<file path="src/design/lmr_consts.vh">
// constants for the linear regulator mask and load current measurement registers
// assumes an external serial-port engine delivers byte writes and reads by address
// Overview of operation
// - mask bit 7 set blocks regulator 1 power-good-lost flag; clear allows it.
// - mask bit 6 set blocks regulator 1 power-good-gained flag; clear allows it.
// - mask bit 4 set blocks regulator 1 current limit flag; clear allows it.
// - mask bit 3 set blocks regulator 0 power-good-lost flag; clear allows it.
// - mask bit 2 set blocks regulator 0 power-good-gained flag; clear allows it.
// - mask bit 0 set blocks regulator 0 current limit flag; clear allows it.
// - masks gate only flag setting; live status bits always follow conditions.
// - select bit 0 picks converter 0 or 1; resets to 0.
// - each host write to select register starts a new measurement.
// - in dual-phase mode, selected master reports sum of master and slave currents.
// - selected slave reports its own current only.
// - result bit 8 reads in upper register bit 0; bits 7..1 zero.
// - result weight is 20 mA per count, full scale 10.22 A.
// - lower result register holds result bits 7..0, read-only.
// - measurement completion sets ready flag unless its mask bit blocks it.
`ifndef LMR_CONSTS_VH
`define LMR_CONSTS_VH
`define LMR_OFS_MASK 8'h23
`define LMR_OFS_SEL 8'h24
`define LMR_OFS_RES_HI 8'h25
`define LMR_OFS_RES_LO 8'h26
`define LMR_BIT_L1_PGF 7
`define LMR_BIT_L1_PGR 6
`define LMR_BIT_L1_ILIM 4
`define LMR_BIT_L0_PGF 3
`define LMR_BIT_L0_PGR 2
`define LMR_BIT_L0_ILIM 0
`define LMR_MASK_USED 8'hDD
`define LMR_MASK_RST 8'h00
`define LMR_SEL_RST 8'h00
`define LMR_RES_RST 9'h000
`define LMR_LSB_MA 20
`define LMR_FULL_MA 10220
`define LMR_RES_MAX 9'h1FF
`endif

</file>
<file path="src/design/lmr_regs.v">
// register bank: linear regulator interrupt masks and load current measurement
// assumes byte accesses arrive as one-cycle strobes from a serial-port engine,
// and an analog measurement front end that pulses done with per-phase counts
`timescale 1ns/1ps
`include "lmr_consts.vh"
module lmr_regs (
  input wire ref_clk_i,
  input wire srst_i,
  input wire wr_en_i,
  input wire rd_en_i,
  input wire [7:0] addr_i,
  input wire [7:0] wdata_i,
  output reg [7:0] rdata_o,
  input wire [1:0] lin_pg_i,
  input wire [1:0] lin_curlim_i,
  input wire meas_ready_block_i,
  input wire dual_phase_i,
  input wire master_is_conv1_i,
  input wire meas_done_i,
  input wire [8:0] phase0_ma_cnt_i,
  input wire [8:0] phase1_ma_cnt_i,
  output reg [1:0] lin_pg_live_o,
  output reg [1:0] lin_curlim_live_o,
  output reg [1:0] lin_pg_event_o,
  output reg [1:0] lin_curlim_event_o,
  output reg meas_start_o,
  output reg meas_conv_sel_o,
  output reg meas_ready_event_o
);

  // address decode and write strobes
  wire hit_mask_w;
  wire hit_sel_w;
  wire hit_res_hi_w;
  wire hit_res_lo_w;
  wire wr_mask_w;
  wire wr_sel_w;

  // stored state and next values
  reg [7:0] mask_q;
  reg [7:0] mask_d;
  reg sel_q;
  reg sel_d;
  reg [8:0] result_q;
  reg [8:0] result_d;
  reg [1:0] pg_prev_q;

  // measurement arithmetic
  reg [9:0] sum_w;
  reg [8:0] res_clamp_w;
  wire meas_ready_event_d;

  // read path
  reg [7:0] res_hi_w;
  reg [7:0] res_lo_w;
  reg [7:0] sel_byte_w;
  reg [7:0] rd_d;

  // per regulator mask bits and event terms
  reg [1:0] pg_fall_blk_w;
  reg [1:0] pg_rise_blk_w;
  reg [1:0] ilim_blk_w;
  wire [1:0] pg_fall_w;
  wire [1:0] pg_rise_w;
  wire [1:0] pg_event_d;
  wire [1:0] curlim_event_d;

  assign hit_mask_w = (addr_i == `LMR_OFS_MASK);
  assign hit_sel_w = (addr_i == `LMR_OFS_SEL);
  assign hit_res_hi_w = (addr_i == `LMR_OFS_RES_HI);
  assign hit_res_lo_w = (addr_i == `LMR_OFS_RES_LO);

  // result registers ignore writes; only mask and select take data
  assign wr_mask_w = wr_en_i & hit_mask_w;
  assign wr_sel_w = wr_en_i & hit_sel_w;

  // mask register: reserved bits 5 and 1 never store a one
  always @* begin
    mask_d = mask_q;
    if (wr_mask_w) begin
      mask_d = wdata_i & `LMR_MASK_USED;
    end
  end

  // select register: only bit 0 is kept
  always @* begin
    sel_d = sel_q;
    if (wr_sel_w) begin
      sel_d = wdata_i[0];
    end
  end

  // dual-phase master sums both phases; slave or single-phase converter reports itself
  always @* begin
    if (dual_phase_i && (sel_q == master_is_conv1_i)) begin
      sum_w = {1'b0, phase0_ma_cnt_i} + {1'b0, phase1_ma_cnt_i};
    end else if (sel_q) begin
      sum_w = {1'b0, phase1_ma_cnt_i};
    end else begin
      sum_w = {1'b0, phase0_ma_cnt_i};
    end
  end

  // each count is 20 mA; a sum past 511 counts is held at 10.22 A
  always @* begin
    if (sum_w[9]) begin
      res_clamp_w = `LMR_RES_MAX;
    end else begin
      res_clamp_w = sum_w[8:0];
    end
  end

  // result only moves when the front end reports a finished measurement
  always @* begin
    result_d = result_q;
    if (meas_done_i) begin
      result_d = res_clamp_w;
    end
  end

  assign meas_ready_event_d = meas_done_i & ~meas_ready_block_i;

  // result halves as the host sees them; no latching between the two reads
  always @* begin
    res_hi_w = {7'h00, result_q[8]};
    res_lo_w = result_q[7:0];
    sel_byte_w = {7'h00, sel_q};
  end

  // read mux; reserved bits and unmapped addresses read zero
  always @* begin
    rd_d = 8'h00;
    if (hit_mask_w) begin
      rd_d = mask_q;
    end
    if (hit_sel_w) begin
      rd_d = sel_byte_w;
    end
    if (hit_res_hi_w) begin
      rd_d = res_hi_w;
    end
    if (hit_res_lo_w) begin
      rd_d = res_lo_w;
    end
  end

  // mask bit picks per regulator
  always @* begin
    pg_fall_blk_w[0] = mask_q[`LMR_BIT_L0_PGF];
    pg_fall_blk_w[1] = mask_q[`LMR_BIT_L1_PGF];
    pg_rise_blk_w[0] = mask_q[`LMR_BIT_L0_PGR];
    pg_rise_blk_w[1] = mask_q[`LMR_BIT_L1_PGR];
    ilim_blk_w[0] = mask_q[`LMR_BIT_L0_ILIM];
    ilim_blk_w[1] = mask_q[`LMR_BIT_L1_ILIM];
  end

  // per regulator edge detect; masks gate the flag pulses only
  // current limit is a level, so an unmasked limit pulses every cycle it lasts
  genvar g;
  generate
    for (g = 0; g < 2; g = g + 1) begin : g_lin
      assign pg_rise_w[g] = ~pg_prev_q[g] & lin_pg_i[g];
      assign pg_fall_w[g] = pg_prev_q[g] & ~lin_pg_i[g];
      assign pg_event_d[g] = (pg_rise_w[g] & ~pg_rise_blk_w[g])
                           | (pg_fall_w[g] & ~pg_fall_blk_w[g]);
      assign curlim_event_d[g] = lin_curlim_i[g] & ~ilim_blk_w[g];
    end
  endgenerate

  // register bank state
  always @(posedge ref_clk_i) begin
    if (srst_i) begin
      mask_q <= `LMR_MASK_RST;
      sel_q <= 1'b0;
      result_q <= `LMR_RES_RST;
    end else begin
      mask_q <= mask_d;
      sel_q <= sel_d;
      result_q <= result_d;
    end
  end

  // measurement control outputs, one-cycle pulses except the select copy
  always @(posedge ref_clk_i) begin
    if (srst_i) begin
      meas_start_o <= 1'b0;
      meas_conv_sel_o <= 1'b0;
      meas_ready_event_o <= 1'b0;
    end else begin
      meas_start_o <= wr_sel_w;
      meas_conv_sel_o <= sel_d;
      meas_ready_event_o <= meas_ready_event_d;
    end
  end

  // read data holds between reads; a read and write together return the old value
  always @(posedge ref_clk_i) begin
    if (srst_i) begin
      rdata_o <= 8'h00;
    end else if (rd_en_i) begin
      rdata_o <= rd_d;
    end
  end

  // edge history starts low, so power-good high straight after reset
  // reports a rise unless that rise is masked
  always @(posedge ref_clk_i) begin
    if (srst_i) begin
      pg_prev_q <= 2'h0;
    end else begin
      pg_prev_q <= lin_pg_i;
    end
  end

  // live status follows the pins whatever the masks say
  always @(posedge ref_clk_i) begin
    if (srst_i) begin
      lin_pg_live_o <= 2'h0;
      lin_curlim_live_o <= 2'h0;
    end else begin
      lin_pg_live_o <= lin_pg_i;
      lin_curlim_live_o <= lin_curlim_i;
    end
  end

  // flag pulses to the flag register outside this block
  always @(posedge ref_clk_i) begin
    if (srst_i) begin
      lin_pg_event_o <= 2'h0;
      lin_curlim_event_o <= 2'h0;
    end else begin
      lin_pg_event_o <= pg_event_d;
      lin_curlim_event_o <= curlim_event_d;
    end
  end

endmodule // lmr_regs

</file>
<file path="config.mk">
export PLATFORM = sky130hd
export DESIGN_NAME = lmr_regs
export DESIGN_NICKNAME = d
export VERILOG_FILES = /design/src/design/lmr_regs.v
export VERILOG_INCLUDE_DIRS = /design/src /design/src/design
export SDC_FILE = /design/constraint.sdc
export NUM_CORES = 1
export LEC_CHECK = 0
export BUFFER_PORTS_ARGS = -buffer_cell sky130_fd_sc_hd__buf_4
export CAP_MARGIN = 5
export CORE_ASPECT_RATIO = 0.75
export CORE_MARGIN = 5
export CORE_UTILIZATION = 30
export DETAILED_ROUTE_END_ITERATION = 6
export PLACE_DENSITY = 0.53
export SETUP_SLACK_MARGIN = 0.1
export SKIP_CTS_REPAIR_TIMING = 1
export SLEW_MARGIN = 20
export SYNTH_ARGS = -nofsm -noshare
export SYNTH_HDL_FRONTEND = slang
export SYNTH_SLANG_ARGS = --single-unit
</file>
<file path="constraint.sdc">
create_clock -name ref_clk_i -period 4.7 [get_ports ref_clk_i]
set_input_delay 1.175 -clock ref_clk_i [delete_from_list [all_inputs] [get_ports ref_clk_i]]
set_output_delay 1.175 -clock ref_clk_i [all_outputs]
set_load 0.03 [all_outputs]
</file>
==> metrics.txt <==
outcome=completed; chip height=81.3 microns; max-cap violations=0; asr flop ratio synth=0; area share of the leading cell type in the synthesized netlist=0.335; TritonRoute pass-1 iters=6; GRT Overall Usage=0.121; RR Startpoint=meas_conv_sel_o$_SDFFE_PP0P_; CTS tree=built; setup ws final=1.96 ns; Post-synth EDFFs=0; Synth Instances=between 200 and 250; Slew HR=0.531; Peak VDD IR=around 0.12 mV; Combinational Power Share=0.234; WL/cell=between 10 and 15 microns; synthesized flop and latch total=34; initial core utilization=0.303; Die Area=about 0.0085 sq mm; n_diodes=0; root buf cell=clkbuf_8; sw frac=0.282; Overflow after GRT=0; Hold Startpoint=mask_q[0]$_SDFFE_PP0P_; vias in the first global route=between 1500 and 2000; Buffers on Ports=62; Pint=0.000494 W; Post-DP HPWL=just under 4000 microns; Bufs on Longest Clock Path=2; crit end category=flip-flop; cell area after synthesis=a little over 0.002 sq mm; Hold EP=lin_curlim_event_o[0]$_SDFF_PP0_; drt via density=4.81; ANT nets after route=0; clock network fraction of total power=0.321; Syn Area/Cell=between 9 and 10 sq um; total CTS buffers=5; CP required=about 4.9 ns; worst hold stages=1; total negative slack=0 ns; share of post-route cells with drive strength above 1=0.332; nets=332; f_max=roughly 360 MHz; Final min period=between 2 and 3 ns; CP Launch Type=primary input; P_sw=about 0.00019 W; crit path kind=primary input to flip-flop; Critical Path AT=slightly below 3 ns; Reg2Reg Setup Slack=a little over 3 ns; unrepaired setup endpoints after global routing=false; critical-path maximum fanout=3; final setup fails=0; clock transition at the registers of the reported paths=0.07 ns; Place WS=1.66 ns; Leak=roughly 1.1 nW; Yosys cell types=59; Layout Skew=slightly above 0.009 ns; later-pin clock latency in the skew report=between 0.2 and 0.3 ns; measured slew at the worst slew-check pin=0.701 ns; die width=105 microns; Synth-to-Final Area Change=29.2%; sequential share of the synthesized area=0.335; Via Count=between 1500 and 2000; DP Area=~0.0025 sq mm; # clock sinks=34; YS warnings=0; Iter 0 DRT Violations=79; initial antenna violation count=0; largest net degree at the start of global routing=34; Max Slew Vio Count=0; row count=26; Commonest cells post-synth=36 x nor2_1, 34 x dfxtp_1, 17 x mux2i_1; worst r2r path cells=6; core region area=~0.0067 sq mm; final RePlAce weighted congestion=0.783; Hold Worst Slack=between 0.4 and 0.5 ns; Hold Crit Class=flip-flop to flip-flop; first-pass GRT wire length=around 8400 microns; Syn Nets=between 200 and 300; R2R Path End=result_q[5]$_SDFFE_PP0P_; CTS HTree Levels=2; io pins=between 60 and 70; total wire length=slightly above 5000 microns; Synth area leaders=dfxtp_1 33%, mux2i_1 8.4%, nor2_1 6.6%, ha_1 5.5%, a211oi_2 4.9%; final hold violations=0; largest area contributor in the netlist=dfxtp_1; PwrDens=about 260 mW/mm^2; final period utilization=0.584; # DRC=0; most numerous cell in the Yosys netlist=nor2_1; dominant synthesized flop cell=dfxtp_1; Reg power frac=0.445; final instance area=roughly 0.0026 sq mm
==> cell families (layout without fill, tap and decap cells) <==
logic type,count (synthesis),in the layout,synth area share
adders and majority gates,10,10,0.0652
buffers and inverters,15,76,0.0480
AOI/OAI and AO/OA,59,59,0.247
muxes,18,18,0.0892
DFF,34,34,0.335
xor gates and xnor gates,3,3,0.0222
and+or+nand+nor,77,77,0.194
==> through the flow <==
step	power [W]	utilization	instances
final	0.000688	0.392	361
after global routing	0.000732	0.392	361
after detailed placement	0.000475	0.378	353
after floorplan	0.000417	-	216
after CTS	0.000702	0.392	361
after global placement	0.000473	0.378	353
==> flip-flops by register name (all words and copies together) (netlist names) <==
| signal | flops |
|---|---|
| result_q | 9 |
| rdata_o | 8 |
| mask_q | 6 |
| lin_curlim_event_o | 2 |
| lin_curlim_live_o | 2 |
| lin_pg_event_o | 2 |
| lin_pg_live_o | 2 |
| meas_conv_sel_o | 1 |
| meas_ready_event_o | 1 |
| meas_start_o | 1 |
==> worst max-delay path by stage <==
stage | startpoint | end | slack, ns | cells after the start
floorplan | phase0_ma_cnt_i[0] | result_q[8]$_SDFFE_PP0P_ | 1.94 | 8
global placement | phase0_ma_cnt_i[0] | result_q[8]$_SDFFE_PP0P_ | 1.68 | 9
detailed placement | phase0_ma_cnt_i[0] | result_q[8]$_SDFFE_PP0P_ | 1.66 | 9
CTS | phase0_ma_cnt_i[0] | result_q[8]$_SDFFE_PP0P_ | 1.96 | 9
global route | phase0_ma_cnt_i[0] | result_q[8]$_SDFFE_PP0P_ | 1.86 | 9
finish | phase0_ma_cnt_i[0] | result_q[8]$_SDFFE_PP0P_ | 1.96 | 9
==> per-layer routing <==
| metal | share of wire | GRT usage |
|---|---|---|
| met5 | 0 | 0 |
| met4 | 0.0057 | 0.0192 |
| met3 | 0.074 | 0.0429 |
| met2 | 0.41 | 0.173 |
| met1 | 0.51 | 0.176 |
==> worst max-delay path, cell delays in order <==
cell	delay, ns
buf_4	0.09
ha_1	0.19
inv_1	0.07
fa_1	0.40
nor2b_1	0.18
o211ai_1	0.13
a21oi_1	0.19
mux2_1	0.36
a211oi_2	0.17
==> power by group through the flow <==
| stage | Sequential [W] | Combinational, W | Clock, W |
|---|---|---|---|
| 6_report | 0.000306 | 0.000161 | 0.000221 |
| 2_1_floorplan | 0.000319 | 0.0000980 | 0 |
| 5_1_grt | 0.000307 | 0.000178 | 0.000247 |
| 3_5_place_dp | 0.000312 | 0.000162 | 0 |
| 4_1_cts | 0.000306 | 0.000163 | 0.000233 |
| 3_3_place_gp | 0.000312 | 0.000161 | 0 |
==> layout make-up <==
class	count	area, sq um
Clock buffer	6	82.6
Clock inverter	2	12.5
Fill cell	688	4070
Inverter	5	18.8
Multi-Input combinational cell	167	1250
Sequential cell	34	681
Tap cell	84	105
Timing Repair Buffer	63	473
==> placed cells by master, fill, tap and decap left out, types with 2 or more instances in the layout <==
master	n
a22oi_1	5
a22o_1	5
nor3b_1	2
nand4_1	2
nor2_1	36
a211oi_1	2
nand3_1	2
a32oi_1	2
nand2b_1	2
a21oi_1	9
ha_1	9
dfxtp_1	34
buf_4	63
mux2i_1	17
xnor2_1	2
inv_1	4
nand2_1	9
clkbuf_8	6
a31oi_1	3
a211oi_2	8
and3b_1	2
a211o_1	2
o21ai_0	8
nor2b_1	9
a21o_1	2
Power figures use the tool's default switching activity.
